===== src/include/fps_pkg.sv =====
// constants, states and register map of the flash programmer status block
package fps_pkg;
    localparam int unsigned CLK_KHZ = 200000;
    localparam int unsigned OSC_MS = 10;
    localparam int unsigned SETUP_MS = 10;
    localparam int unsigned OSC_CYCLES = OSC_MS * CLK_KHZ;
    localparam int unsigned SETUP_CYCLES = SETUP_MS * CLK_KHZ;
    localparam int unsigned TMR_W = 22;

    // command codes are arbitrary, chosen for this block
    localparam logic [7:0] CMD_MREAD = 8'h00;
    localparam logic [7:0] CMD_PROG = 8'h40;
    localparam logic [7:0] CMD_ERASE = 8'h20;
    localparam logic [7:0] CMD_STAT = 8'h71;

    localparam int unsigned ST_ABN = 7;
    localparam int unsigned ST_CMDERR = 6;
    localparam int unsigned ST_PROGF = 5;
    localparam int unsigned ST_ERASEF = 4;
    localparam int unsigned ST_COUNTF = 1;
    localparam int unsigned ST_ADDRF = 0;
    localparam logic [7:0] STATUS_RST = 8'h00;

    // fault inputs from the array sequencer: {program, erase, count, address}
    localparam int unsigned FLT_W = 4;

    localparam logic [1:0] REG_IRQ_STAT = 2'h0;
    localparam logic [1:0] REG_IRQ_MASK = 2'h1;
    localparam logic [1:0] REG_POLL = 2'h2;
    localparam int unsigned EV_N = 4;
    localparam int unsigned EV_READY = 0;
    localparam int unsigned EV_DONE = 1;
    localparam int unsigned EV_FAIL = 2;
    localparam int unsigned EV_IGNORED = 3;
    localparam logic [3:0] MASK_RST = 4'h0;

    typedef enum logic [4:0] {
        MODE_WAIT = 5'h01,
        MODE_MREAD = 5'h02,
        MODE_PROG = 5'h04,
        MODE_ERASE = 5'h08,
        MODE_STAT = 5'h10
    } fps_mode_t;
endpackage


===== src/include/fps_if.sv =====
// bundle between the start-up timer and the command logic
`timescale 1ns/1ps
`default_nettype none
interface fps_if;
    logic oscDone;
    logic setupDone;
    modport timer (output oscDone, output setupDone);
    modport user (input oscDone, input setupDone);
endinterface
`default_nettype wire


===== src/verilog/fps_timer.sv =====
// oscillator stabilisation and programmer mode setup timer
`timescale 1ns/1ps
`default_nettype none
module fps_timer #(
    parameter int unsigned OSC_CYCLES = fps_pkg::OSC_CYCLES,
    parameter int unsigned SETUP_CYCLES = fps_pkg::SETUP_CYCLES
) (
    input wire logic clock,
    input wire logic nrst,
    fps_if.timer tmr
);
    logic [fps_pkg::TMR_W-1:0] cnt_ff;
    logic oscDone_ff;
    logic setupDone_ff;

    // the same counter serves both phases, restarting between them
    always_ff @(posedge clock) begin
        if (!nrst) begin
            cnt_ff <= '0;
            oscDone_ff <= 1'b0;
            setupDone_ff <= 1'b0;
        end else if (!oscDone_ff) begin
            if (cnt_ff == fps_pkg::TMR_W'(OSC_CYCLES - 1)) begin // [RULE7]
                oscDone_ff <= 1'b1;
                cnt_ff <= '0;
            end else begin
                cnt_ff <= cnt_ff + 1'b1;
            end
        end else if (!setupDone_ff) begin
            if (cnt_ff == fps_pkg::TMR_W'(SETUP_CYCLES - 1)) begin // [RULE8]
                setupDone_ff <= 1'b1;
            end else begin
                cnt_ff <= cnt_ff + 1'b1;
            end
        end
    end

    assign tmr.oscDone = oscDone_ff;
    assign tmr.setupDone = setupDone_ff;
endmodule
`default_nettype wire


===== src/verilog/fps_status.sv =====
// programmer-mode command, polling and status reporting for the flash array
// Behaviour
// [RULE1] programmer waits 20 us after status read command before reading
// [RULE2] status byte: 7 abnormal, 6 command, 5 program, 4 erase, 1 count, 0 address
// [RULE3] done pin shows whether auto program or erase is still running
// [RULE4] result pin separates good completion from failed completion
// [RULE5] polling: running 00, normal end 11, abnormal end one high, low six zero
// [RULE6] commands during oscillator or setup period are ignored
// [RULE7] programmer allows 10 ms oscillator stabilisation after standby release
// [RULE8] after 10 ms setup the device enters memory read and takes commands
// [RULE9] programmer erases before reprogramming an already programmed address
// [RULE10] erase recommended before PROM programming of on-board programmed chips
// [RULE11] each address block is programmed once only between erases
// [RULE12] erase recommended first for chips with unknown erase history
// [RULE13] polling flags hold until the next command write
// [RULE14] programmer writes no command while auto program runs
//
// Design decisions made here: the register offsets and strobed register access.
`timescale 1ns/1ps
`default_nettype none
module fps_status #(
    parameter int unsigned OSC_CYCLES = fps_pkg::OSC_CYCLES,
    parameter int unsigned SETUP_CYCLES = fps_pkg::SETUP_CYCLES
) (
    input wire logic clock,
    input wire logic nrst,
    input wire logic ceN,
    input wire logic oeN,
    input wire logic weN,
    input wire logic [7:0] dataIn,
    output logic [7:0] dataOut,
    output logic dataOeN,
    input wire logic [7:0] arrayData,
    output logic progStart,
    output logic eraseStart,
    input wire logic coreDone,
    input wire logic [fps_pkg::FLT_W-1:0] coreFaults,
    input wire logic [1:0] regAddr,
    input wire logic [7:0] regWrData,
    input wire logic regWr,
    input wire logic regRd,
    output logic [7:0] regRdData,
    output logic irq
);
    fps_if tmr ();

    fps_timer #(.OSC_CYCLES(OSC_CYCLES), .SETUP_CYCLES(SETUP_CYCLES)) u_timer (
        .clock(clock),
        .nrst(nrst),
        .tmr(tmr)
    );

    function automatic logic isAuto(input logic [7:0] cmd);
        isAuto = (cmd == fps_pkg::CMD_PROG) || (cmd == fps_pkg::CMD_ERASE);
    endfunction

    function automatic logic isKnown(input logic [7:0] cmd);
        isKnown = isAuto(cmd) || (cmd == fps_pkg::CMD_MREAD) || (cmd == fps_pkg::CMD_STAT);
    endfunction

    fps_pkg::fps_mode_t mode_ff;
    logic weN_ff;
    logic busy_ff;
    logic done_ff;
    logic result_ff;
    logic [7:0] status_ff;
    logic [7:0] dataOut_ff;
    logic dataOeN_ff;
    logic progStart_ff;
    logic eraseStart_ff;
    logic [7:0] regRdData_ff;
    logic irq_ff;
    logic [fps_pkg::EV_N-1:0] evStat_ff;
    logic [fps_pkg::EV_N-1:0] evMask_ff;
    logic [fps_pkg::EV_N-1:0] events;

    logic pinRd;
    logic wrEdge;
    logic accepting;
    logic cmdWr;
    logic anyFault;
    logic finish;
    logic statRdClr;

    assign pinRd = !ceN && !oeN;
    assign wrEdge = weN_ff && !weN && !ceN;
    // a write while waiting or while the array is busy is dropped
    assign accepting = (mode_ff != fps_pkg::MODE_WAIT) && !busy_ff; // [RULE6] [RULE14]
    assign cmdWr = wrEdge && accepting;
    assign anyFault = |coreFaults;
    assign finish = busy_ff && coreDone;
    assign statRdClr = regRd && (regAddr == fps_pkg::REG_IRQ_STAT);

    always_ff @(posedge clock) begin
        if (!nrst) begin
            weN_ff <= 1'b1;
        end else begin
            weN_ff <= weN;
        end
    end

    always_ff @(posedge clock) begin
        if (!nrst) begin
            mode_ff <= fps_pkg::MODE_WAIT;
        end else begin
            case (mode_ff)
                fps_pkg::MODE_WAIT: begin
                    if (tmr.setupDone) begin
                        mode_ff <= fps_pkg::MODE_MREAD; // [RULE8]
                    end
                end
                fps_pkg::MODE_MREAD, fps_pkg::MODE_PROG, fps_pkg::MODE_ERASE,
                fps_pkg::MODE_STAT: begin
                    if (cmdWr) begin
                        case (dataIn)
                            fps_pkg::CMD_MREAD: mode_ff <= fps_pkg::MODE_MREAD;
                            fps_pkg::CMD_PROG: mode_ff <= fps_pkg::MODE_PROG;
                            fps_pkg::CMD_ERASE: mode_ff <= fps_pkg::MODE_ERASE;
                            // an unknown code leaves the status byte on the pins
                            default: mode_ff <= fps_pkg::MODE_STAT;
                        endcase
                    end
                end
                default: mode_ff <= fps_pkg::MODE_WAIT;
            endcase
        end
    end

    always_ff @(posedge clock) begin
        if (!nrst) begin
            progStart_ff <= 1'b0;
            eraseStart_ff <= 1'b0;
            busy_ff <= 1'b0;
        end else begin
            progStart_ff <= cmdWr && (dataIn == fps_pkg::CMD_PROG);
            eraseStart_ff <= cmdWr && (dataIn == fps_pkg::CMD_ERASE);
            if (cmdWr && isAuto(dataIn)) begin
                busy_ff <= 1'b1; // [RULE3]
            end else if (coreDone) begin
                busy_ff <= 1'b0;
            end
        end
    end

    // flags change only on a command write or on completion
    always_ff @(posedge clock) begin
        if (!nrst) begin
            done_ff <= 1'b0;
            result_ff <= 1'b0;
        end else if (cmdWr) begin
            done_ff <= 1'b0; // [RULE13]
            result_ff <= 1'b0;
        end else if (finish) begin
            done_ff <= 1'b1; // [RULE3]
            result_ff <= !anyFault; // [RULE4] [RULE5]
        end
    end

    always_ff @(posedge clock) begin
        if (!nrst) begin
            status_ff <= fps_pkg::STATUS_RST; // [RULE2]
        end else if (cmdWr && !isKnown(dataIn)) begin
            status_ff <= fps_pkg::STATUS_RST;
            status_ff[fps_pkg::ST_ABN] <= 1'b1;
            status_ff[fps_pkg::ST_CMDERR] <= 1'b1;
        end else if (cmdWr && isAuto(dataIn)) begin
            status_ff <= fps_pkg::STATUS_RST;
        end else if (finish) begin
            status_ff[fps_pkg::ST_ABN] <= anyFault; // [RULE2]
            status_ff[fps_pkg::ST_PROGF] <= coreFaults[3];
            status_ff[fps_pkg::ST_ERASEF] <= coreFaults[2];
            status_ff[fps_pkg::ST_COUNTF] <= coreFaults[1];
            status_ff[fps_pkg::ST_ADDRF] <= coreFaults[0];
        end
    end

    // pins are driven one cycle after chip and output enables, never while waiting
    always_ff @(posedge clock) begin
        if (!nrst) begin
            dataOut_ff <= 8'h00;
            dataOeN_ff <= 1'b1;
        end else begin
            dataOeN_ff <= !(pinRd && (mode_ff != fps_pkg::MODE_WAIT)); // [RULE6]
            case (mode_ff)
                fps_pkg::MODE_MREAD: dataOut_ff <= arrayData;
                fps_pkg::MODE_PROG, fps_pkg::MODE_ERASE:
                    dataOut_ff <= {done_ff, result_ff, 6'h00}; // [RULE5]
                fps_pkg::MODE_STAT:
                    dataOut_ff <= {status_ff[7:4], 2'b00, status_ff[1:0]}; // [RULE2]
                default: dataOut_ff <= 8'h00;
            endcase
        end
    end

    assign events[fps_pkg::EV_READY] = (mode_ff == fps_pkg::MODE_WAIT) && tmr.setupDone;
    assign events[fps_pkg::EV_DONE] = finish && !anyFault;
    assign events[fps_pkg::EV_FAIL] = finish && anyFault;
    assign events[fps_pkg::EV_IGNORED] = wrEdge && !accepting;

    // a new event wins over the clear made by reading the register
    generate
        for (genvar i = 0; i < fps_pkg::EV_N; i++) begin : gEvent
            always_ff @(posedge clock) begin
                if (!nrst) begin
                    evStat_ff[i] <= 1'b0;
                end else if (events[i]) begin
                    evStat_ff[i] <= 1'b1;
                end else if (statRdClr) begin
                    evStat_ff[i] <= 1'b0;
                end
            end
        end
    endgenerate

    always_ff @(posedge clock) begin
        if (!nrst) begin
            evMask_ff <= fps_pkg::MASK_RST;
        end else if (regWr && (regAddr == fps_pkg::REG_IRQ_MASK)) begin
            evMask_ff <= regWrData[fps_pkg::EV_N-1:0];
        end
    end

    always_ff @(posedge clock) begin
        if (!nrst) begin
            regRdData_ff <= 8'h00;
        end else if (regRd) begin
            case (regAddr)
                fps_pkg::REG_IRQ_STAT: regRdData_ff <= {4'h0, evStat_ff};
                fps_pkg::REG_IRQ_MASK: regRdData_ff <= {4'h0, evMask_ff};
                fps_pkg::REG_POLL: regRdData_ff <= {done_ff, result_ff, busy_ff,
                                                    mode_ff};
                default: regRdData_ff <= 8'h00;
            endcase
        end else begin
            regRdData_ff <= 8'h00;
        end
    end

    always_ff @(posedge clock) begin
        if (!nrst) begin
            irq_ff <= 1'b0;
        end else begin
            irq_ff <= |(evStat_ff & evMask_ff);
        end
    end

    assign dataOut = dataOut_ff;
    assign dataOeN = dataOeN_ff;
    assign progStart = progStart_ff;
    assign eraseStart = eraseStart_ff;
    assign regRdData = regRdData_ff;
    assign irq = irq_ff;
endmodule
`default_nettype wire


===== config.mk =====
export PLATFORM = sky130hd
export DESIGN_NAME = fps_status
export DESIGN_NICKNAME = d
export VERILOG_FILES = /design/src/include/fps_pkg.sv /design/src/include/fps_if.sv /design/src/verilog/fps_timer.sv /design/src/verilog/fps_status.sv
export SDC_FILE = /design/constraint.sdc
export NUM_CORES = 1
export LEC_CHECK = 0
export ABC_AREA = 1
export BUFFER_PORTS_ARGS = -buffer_cell sky130_fd_sc_hd__clkbuf_2
export CAP_MARGIN = 15
export CORE_AREA = 4 4 90 92
export DETAILED_ROUTE_END_ITERATION = 8
export DIE_AREA = 0 0 94 96
export GPL_TIMING_DRIVEN = 0
export HOLD_SLACK_MARGIN = 0.02
export PLACE_DENSITY = 0.74
export SETUP_SLACK_MARGIN = 0.1
export SYNTH_ARGS = -nofsm -noshare
export SYNTH_HDL_FRONTEND = slang
export SYNTH_SLANG_ARGS = --single-unit

===== constraint.sdc =====
create_clock -name clock -period 1.6 [get_ports clock]
set_clock_uncertainty 0.1 [all_clocks]
set_input_delay 0.16 -clock clock [delete_from_list [all_inputs] [get_ports clock]]
set_output_delay 0.16 -clock clock [all_outputs]
set_load 0.05 [all_outputs]

After elaboration in Yosys (flattened, before gate mapping). Index checks and enable logic that the tools add are counted. Widths: inputs -> output; s select.

Register bits after elaboration: 67. Bits in latches: 0. Logic and storage cells: 115. Bits of input ports: 38. ROM bits: 0. RAM bits: 0. Memories kept: 0. Output and inout bits: 20.

Div/mod/pow operators: 0. Add/subtract/negate cells: 1. Magnitude comparators: 0. Bitwise operators: 2. Mux-type cells: 28. Shifts and indexed selects: 0. Reduce and logical (&&, ||, !) cells: 46. Eq/ne operators: 16. $mul: 0.

Operator list (count): $mux 22 (4); $pmux 8 s3 (2); $add 22x1->22 const B (1); $eq 22x21->1 const B (1); $logic_and 1x1->1 (17); $eq 8x7->1 const B (2); $pmux 5 s3 (1); $mux 1 (13); $reduce_bool 2->1 (6); $reduce_or 4->1 (3); $mux 5 (2); $pmux 5 s2 (1); $eq 8x6->1 const B (1); $logic_not 1->1 (8); $logic_not 8->1 (1); $mux 2 (4); $mux 8 (1); $ne 2x2->1 const B (3); $reduce_and 2->1 (3); $eq 5x1->1 const B (1); $eq 5x2->1 const B (1); $eq 5x3->1 const B (1); $eq 5x4->1 const B (1); $eq 5x5->1 const B (1); 11 further kinds (14).

Longest topological paths before layout. Gate-level depths: netlist (run 1).

Depth after elaboration: 7. Depth in mapped cells: 10. Mapped depth without buffers: 10.

Modules after synthesis. From an unflattened synthesis (run 1), not the netlist that was laid out.

Cell total of the unflattened synthesis: 514. Area, all modules: 3542.1 um^2.

Modules (own cells, without submodules): fps_status (area each 1855.5 um^2, seq. area each 860.8 um^2, cells each 249, instances 1); fps_timer (area each 1686.6 um^2, seq. area each 480.5 um^2, cells each 265, instances 1).

Least setup slack after synthesis (run 1). Ideal clock, no wire load.

Path type: flip-flop to flip-flop. From: reg u_timer.cnt_ff[0] (netlist name). To: reg u_timer.cnt_ff[7] (netlist name). Setup time: 0.131 ns. Data required time: 1.369 ns. Cell stages (with the launch flop): 10. Period minus slack after synthesis: 1.661 ns. Data arrival time: 1.431 ns. Buffers on the path: 1. Path slack: -0.061 ns. Path through: dfxtp_1 > ha_1 > nand3_1 > nor2_1 > nand3_2 > nand2_1 > inv_2 > buf_6 > nand2_1 > a21oi_2.

Word-level cells in the longest chain between the ends: 4. Elaborated cells between the ends (all ways): 8. Those cells by class: add/sub (1); eq/ne (2); mux (4); reduce/logical (1).

Ends and longest elaborated chain: start: declaration (RTL line fps_timer.sv:12) `logic [fps_pkg::TMR_W-1:0] cnt_ff;`; start signal: assignment (RTL line fps_timer.sv:27) `cnt_ff <= cnt_ff + 1'b1;`; start signal: assignment (RTL line fps_timer.sv:33) `cnt_ff <= cnt_ff + 1'b1;`; $add 22x1->22 (RTL line fps_timer.sv:27, fps_timer.sv:33); $mux 22 (RTL line fps_timer.sv:30) `if (cnt_ff == fps_pkg::TMR_W'(SETUP_CYCLES - 1)) begin`; $mux 22 (RTL line fps_timer.sv:29) `end else if (!setupDone_ff) begin`; $mux 22 (RTL line fps_timer.sv:22) `end else if (!oscDone_ff) begin`.

Several ways; a longest one is shown, not always the timed one. The select of a mux whose other input is x is not followed. A chain may end at the register's enable or synchronous reset.

Worst setup path after layout (run 1).
From: reg u_timer.cnt_ff[0] (netlist name). To: reg u_timer.cnt_ff[8] (netlist name).

Same word-level chain as after synthesis.

==> results.py, run 1 <==
metrics = {
    "drt": {
        "dr.first_iter.drc_count": 220,
        "wl_um": 9150,
        "num_vias": 3538,
        "post-route-drc-count": 0,
        "wl_per_cell_um": 13.2,
        "first_pass_iters": 5,
        "viasPerCell": 5.10,
        "antenna_left": 0,
    },
    "clock_network": {
        "clk_path_buf_depth": 2,
        "cts_max_level": 3,
        "clk_latency_ns": 0.34,
        "cts_tree": "built",
        "cts_sinks": 67,
        "ctsRootBufferMaster": "clkbuf_8",
        "path_clk_slew_ns": 0.08,
        "numCtsBuffers": 9,
    },
    "layout": {
        "fillCellCount": 660,
        "fin_cells": 694,
        "fin_util": 0.612,
        "nets": 629,
        "antenna_cells": 0,
        "drive_above_1_share": 0.284,
        "design_area_um2": 4420,
        "area_growth_pct": 38.3,
    },
    "placement": {
        "hpwl_um": 5920,
        "gp_congestion": 0.963,
        "port_buffers": 53,
        "dpl_cell_area_um2": 3630,
        "dpl.cell_count": 636,
        "dp_slack_ns": -0.175,
    },
    "yosys": {
        "syn_inst": 484,
        "ys_top_cells_by_area": "dfxtp_1 (42%), nand2_1 (19%), inv_1 (7.3%)",
        "synth_area_per_cell_um2": 6.60,
        "synth_top_area_frac": 0.420,
        "synth_nets": 523,
        "syn_area_um2": 3190,
        "ys_seq_area_frac": 0.420,
        "yosysTopAreaCell": "dfxtp_1",
        "yosys_warnings": 0,
        "synth_cell_types": 26,
        "synth-seq-cells": 67,
    },
    "worst_setup_path": {
        "endpoint_kind": "flop",
        "worstSetupStartpointType": "flop",
        "crit_fanout": 10,
        "cp.required_ns": 1.77,
        "critical_path_arrival_ns": 1.77,
        "path_class": "reg -> reg",
    },
    "pwr": {
        "internal-power_mw": 3.01,
        "clkPwrFrac": 0.328,
        "pwr-share-seq": 0.417,
        "cellLeakagePower_nw": 1.89,
        "max-vdd-ir-drop_mv": 0.486,
        "p_per_area_nw_per_um2": 1030,
        "switching_power_mw": 1.51,
        "sw_frac_of_total": 0.334,
        "pwr-share-comb": 0.255,
    },
    "die": {
        "die_w_um": 94,
        "initial_core_util": 0.443,
        "die_h_um": 96,
        "die_area_um2": 9020,
        "io_pins": 58,
        "core-area_um2": 7210,
        "rows": 31,
    },
    "sta": {
        "slew-limit-headroom": 0.592,
        "period_share": 1.00,
        "worst_slack_ns": -0.00235,
        "period_needed_ns": 1.60,
        "finalMaxSlewViolations": 0,
        "rsz0062_at_grt": "true",
        "setup_viol": 1,
        "hold_viol_final": 0,
        "tightest_slew_ns": 0.613,
        "max_freq_mhz": 624,
    },
    "global_routing": {
        "grt_pass1_vias": 3371,
        "antenna_found_initial": 0,
        "grt_overflow_total": 0,
        "grt_usage": 0.205,
        "grt_pass1_wl_um": 14700,
        "grt_max_degree": 15,
    },
    "outcome": {
        "status": "finished with violations",
        "violations": "setup timing",
    },
    "hold_path": {
        "hold_path_class": "in -> reg",
    },
    "flow_run": {
        "max-cap-violations": 0,
    },
}
[per-stage QoR]
stage / power (mW) / TNS [ns] / hold slack [ns]
after global routing: 4.71 / -1.20 / 0.0388
after detailed placement: 2.58 / -3.19 / 0.266
after global placement: 2.56 / -2.62 / 0.260
after floorplan: 2.37 / 0 / 0.157
final: 4.53 / -0.00235 / 0.0276
after CTS: 4.25 / 0 / 0.0215
[cell families (layout without fill, tap and decap cells)]
| logic type | after synthesis | in the layout | synth area share |
|---|---|---|---|
| adders and majority gates | 1 | 1 | 0.00392 |
| buffers and inverters | 70 | 181 | 0.0873 |
| AOI/OAI and AO/OA | 70 | 70 | 0.123 |
| and+or+nand+nor | 270 | 270 | 0.349 |
| DFF | 67 | 67 | 0.420 |
| xor gates and xnor gates | 6 | 6 | 0.0165 |
[critical path, cell delays in order, from the launching register on]
cell	delay (ns)
dfxtp_4	0.38
ha_4	0.16
nand3_4	0.10
nor2_4	0.13
nand3_4	0.13
o21ai_4	0.17
buf_6	0.17
nand2_1	0.06
a21oi_1	0.13
[state kept, by name, summed over array words and instances (netlist names)]
signal / flops
u_timer.tmr.oscDone: 1
status_ff: 6
u_timer.cnt_ff: 22
irq: 1
evStat_ff: 4
regRdData: 8
progStart: 1
weN_ff: 1
dataOut: 8
dataOeN: 1
evMask_ff: 4
mode_ff: 5
u_timer.tmr.setupDone: 1
done_ff: 1
eraseStart: 1
busy_ff: 1
result_ff: 1
[placed cells by master, fill, tap and decap left out, types with 11 or more instances in the layout]
master and count:
dfxtp_1 49, dlygate4sd3_1 19, nand3_1 29, buf_4 20
o21ai_0 14, a21oi_2 13, nor2_1 43, a21oi_1 34
dfxtp_2 13, inv_1 58, nand2_2 11, nand2_1 145
clkbuf_2 54
[worst paths after layout]
| path | slack, ns | end | cells after the start | start |
|---|---|---|---|---|
| hold reg to reg | 0.37 | status_ff[1] | 2 | status_ff[1] |
| hold / removal | 0.03 | evMask_ff[1] | 3 | regWr |
| setup reg to reg | -0.002 | u_timer.cnt_ff[8] | 8 | u_timer.cnt_ff[0] |
| setup / recovery | -0.002 | u_timer.cnt_ff[8] | 8 | u_timer.cnt_ff[0] |
[final cells by class]
class / count / area (um2) / area share
Clock buffer: 9 / 124 / 0.0280
Buffer: 7 / 43.8 / 0.00992
Sequential cell: 67 / 1380 / 0.312
Timing Repair Buffer: 95 / 648 / 0.147
Tap cell: 99 / 124 / 0.0280
Clock inverter: 7 / 83.8 / 0.0190
Multi-Input combinational cell: 347 / 1770 / 0.401
Inverter: 63 / 244 / 0.0552
[power groups by stage]
| stage | clock [mW] | sequential (mW) | combinational, mW |
|---|---|---|---|
| 2_1_floorplan | 0 | 1.89 | 0.482 |
| 3_3_place_gp | 0 | 1.88 | 0.675 |
| 3_5_place_dp | 0 | 1.89 | 0.691 |
| 4_1_cts | 1.50 | 1.86 | 0.888 |
| 5_1_grt | 1.57 | 1.90 | 1.24 |
| 6_report | 1.49 | 1.89 | 1.16 |
[synth_stat cells]
master and instances:
nand4_1 9, inv_1 62, o21ai_0 15, xor2_1 3, or2_2 1, buf_2 1, nor3_1 10, inv_2 1
nand2_2 1, o211ai_1 4, buf_6 2, clkbuf_1 4, a41oi_1 1, nor2_1 52, o2111ai_1 1, a21oi_1 43
nand3_2 2, a21oi_2 4, dfxtp_1 67, nand3_1 35, o21ai_1 1, xnor2_1 3, ha_1 1, nand2_1 158
nor2_2 2, o21ai_4 1
[repair_timing]
action | 4_1_cts | 5_1_grt
setup endpoints to repair | 34 | 36
hold endpoints to repair | 18 | 1
cloned | 1 | 0
buffers inserted | 18 | 4
hold buffers | 19 | 1
pin swaps | 12 | 10
resized for setup | 31 | 45
[metal layers]
layer  vias to the layer above  track usage  share of wire  routed length [um]
met5                         -            0              0                   0
met4                         0        0.107          0.031                 288
met3                        27       0.0493          0.071                 648
met2                       135        0.349           0.47                4260
met1                      1618        0.240           0.43                3950
li1                       1758            -              -                   -
Power figures use the tool's default switching activity.
==> run 2, diff against run 1 <==
- ABC_AREA: 1 -> not set
- CORE_AREA: 4 4 90 92 -> 4 4 88 90
- DIE_AREA: 0 0 94 96 -> 0 0 92 94
- GPL_ROUTABILITY_DRIVEN: not set -> 1
- SLEW_MARGIN: not set -> 25
==> results.py, run 2 <==
metrics = {
    "yosys": {
        "synth_top_family_by_area": "simple AND/OR/NAND/NOR gates",
        "synth_top_area_frac": 0.443,
        "yosysTopAreaCell": "dfxtp_1",
        "synth_nets": 400,
        "synth_compound_area_frac": 0.194,
        "yosys_warnings": 0,
        "synth_cell_types": 49,
        "synth_area_per_cell_um2": 8.38,
        "synth_edf_count": 0,
        "synthAdderAreaFrac": 0.00413,
        "ys_top_cells_by_area": "dfxtp_1 (44%), a21oi_1 (5.8%), nand2_1 (5.7%)",
        "synth.most_common_cell": "dfxtp_1",
        "synthTopCellsByCount": "dfxtp_1 (67), nand2_1 (46), a21oi_1 (35)",
        "synth-simple-area-share": 0.298,
        "synthMuxAreaShare": 0.0232,
        "synth_flop_cell": "dfxtp_1",
        "async_flop_share": 0,
        "syn_inst": 361,
        "syn_area_um2": 3030,
        "synth-seq-cells": 67,
        "ys_seq_area_frac": 0.443,
        "synth_xor_area_frac": 0.0116,
    },
    "worst_setup_path": {
        "max_stage_delay_ns": 0.57,
        "worstSetupStartpointType": "flop",
        "path_delay_family": "simple AND/OR/NAND/NOR gates",
        "crit_chain": "or4b_4 -> or4_4 -> o21ai_4 -> and3_4 -> buf_6 -> a221o_1",
        "endpoint_kind": "flop",
        "slowest_stage": "or4_4",
        "crit_fanout": 5,
        "cp_num_buf_inv": 1,
        "path_class": "reg -> reg",
        "cp.required_ns": 1.79,
        "critical_path_arrival_ns": 2.51,
    },
    "pwr": {
        "pwr-share-seq": 0.497,
        "internal-power_mw": 2.57,
        "total_power_mw": 3.43,
        "max-vdd-ir-drop_mv": 0.491,
        "clkPwrFrac": 0.420,
        "switching_power_mw": 0.854,
        "sw_frac_of_total": 0.249,
        "pwr-share-comb": 0.084,
        "p_per_area_nw_per_um2": 787,
        "cellLeakagePower_nw": 1.75,
    },
    "sta": {
        "rsz0062_at_grt": "true",
        "tightest_slew_ns": 0.584,
        "worst_slack_ns": -0.724,
        "slew-limit-headroom": 0.611,
        "finalMaxSlewViolations": 0,
        "hold_viol_final": 0,
        "period_share": 1.45,
        "max_freq_mhz": 430,
        "setup_viol": 41,
        "period_needed_ns": 2.32,
    },
    "drt": {
        "first_pass_iters": 4,
        "dr.first_iter.drc_count": 164,
        "top_layer": "met4",
        "wl_um": 8540,
        "wl_per_cell_um": 14.8,
        "met3_length_um": 358,
        "antenna_left": 0,
        "post-route-drc-count": 0,
        "num_vias": 3110,
        "wl_met2_um": 4350,
        "m1WireLength_um": 3620,
        "viasPerCell": 5.38,
    },
    "layout": {
        "mostFrequentLayoutCell": "clkbuf_2",
        "area_growth_pct": 43.9,
        "largest_register_ffs": 22,
        "multi_input_area_um2": 1830,
        "antenna_cells": 0,
        "nets": 513,
        "fin_util": 0.617,
        "final_cell_mix": "clkbuf_2 (54), dfxtp_1 (53), nand2_1 (43), nor2_1 (29), a21oi_1 (26)",
        "final-seq-area_um2": 1370,
        "design_area_um2": 4350,
        "drive_above_1_share": 0.328,
        "regMostFlops": "u_timer.cnt_ff",
        "fin_cells": 578,
        "fillCellCount": 579,
    },
    "placement": {
        "hpwl_um": 5310,
        "dpl.cell_count": 511,
        "dpl_cell_area_um2": 3490,
        "gp_congestion": 0.891,
        "port_buffers": 51,
        "dp_slack_ns": -0.819,
    },
    "clock_network": {
        "cts_max_level": 3,
        "ctsRootBufferMaster": "clkbuf_8",
        "cts_sinks": 67,
        "path_clk_slew_ns": 0.08,
        "clk_latency_ns": 0.35,
        "cts_tree": "built",
        "clk_path_buf_depth": 2,
        "numCtsBuffers": 9,
    },
    "die": {
        "core-area_um2": 7060,
        "die_w_um": 92,
        "io_pins": 58,
        "rows": 31,
        "die_h_um": 94,
        "die_area_um2": 8650,
        "initial_core_util": 0.429,
    },
    "global_routing": {
        "grt_pass1_wl_um": 14000,
        "grt_overflow_total": 0,
        "grt_pass1_vias": 3043,
        "antenna_found_initial": 0,
        "grt_max_degree": 13,
        "grt_usage": 0.204,
    },
    "outcome": {
        "violations": "setup timing",
        "status": "finished with violations",
    },
    "hold_path": {
        "hold_path_class": "in -> reg",
    },
    "flow_run": {
        "max-cap-violations": 0,
    },
}
[run 2: cell types whose count changed in the layout (fill, tap and decap cells not counted), sizes merged, moves of 7 or more]
cell | previous run | this run
a21oi | 47 | 35
a22oi | 0 | 8
and2 | 0 | 9
and3 | 0 | 13
inv | 66 | 7
mux2i | 0 | 7
nand2 | 159 | 46
nand2b | 0 | 7
nand3 | 37 | 18
nor2 | 54 | 31
nor4 | 0 | 9
[run 2: path summary, 6_finish.rpt]
kind	depth (start not counted)	slack, ns	to	startpoint
max	6	-0.72	u_timer.cnt_ff[16]	u_timer.cnt_ff[11]
max reg2reg	6	-0.72	u_timer.cnt_ff[16]	u_timer.cnt_ff[11]
min	3	0.09	mode_ff[2]	dataIn[6]
min reg2reg	2	0.37	status_ff[1]	status_ff[1]
[run 2: metal layers]
| metal | track usage | up-vias |
|---|---|---|
| met4 | 0.111 | 0 |
| met3 | 0.0369 | 15 |
| li1 | - | 1554 |
| met1 | 0.226 | 1462 |
| met5 | 0 | - |
| met2 | 0.369 | 79 |
[run 2: cell families (layout without fill, tap and decap cells)]
kind of cell               after synthesis  count (layout)
muxes                                    7               7
AOI/OAI and AO/OA                       91              91
buffers and inverters                   20             138
and+or+nand+nor                        171             171
adders and majority gates                1               1
xor gates and xnor gates                 4               4
DFF                                     67              67
[run 2: power by group through the flow]
stage	clock [mW]	sequential, mW	combinational [mW]
global placement	0	1.75	0.203
finish	1.44	1.70	0.287
CTS	1.46	1.70	0.276
detailed placement	0	1.75	0.207
global route	1.53	1.70	0.314
floorplan	0	1.75	0.121
[run 2: tightest hold or removal path: cells and delay by family]
family / cells / cell delay (ns)
buf+inv: 1 / 0.16
simple gates: 1 / 0.11
mux: 1 / 0.07
[run 2: area by class of cell]
type,instances,area share
clock inverter,6,0.0149
timing repair buffer,104,0.172
clock buffer,10,0.0316
tap,99,0.0284
inverter,7,0.00603
multi-input combinational,274,0.419
buffer,11,0.0121
sequential,67,0.316
[run 2: repair_timing]
| item | in CTS | in global routing |
|---|---|---|
| endpoints found under the setup margin | 48 | 55 |
| gates resized for setup | 50 | 22 |
| buffers inserted | 23 | 4 |
| hold buffers | 25 | 0 |
| hold endpoints to repair | 20 | 0 |
| pin swaps | 27 | 10 |
| cloned | 1 | 0 |
[run 2: through the flow]
| stage | setup TNS [ns] | hold slack [ns] |
|---|---|---|
| after floorplan | -12.14 | 0.161 |
| after global placement | -17.44 | 0.284 |
| after detailed placement | -18.18 | 0.287 |
| after CTS | -16.47 | 0.0821 |
| after global routing | -19.39 | 0.115 |
| final | -16.88 | 0.0920 |
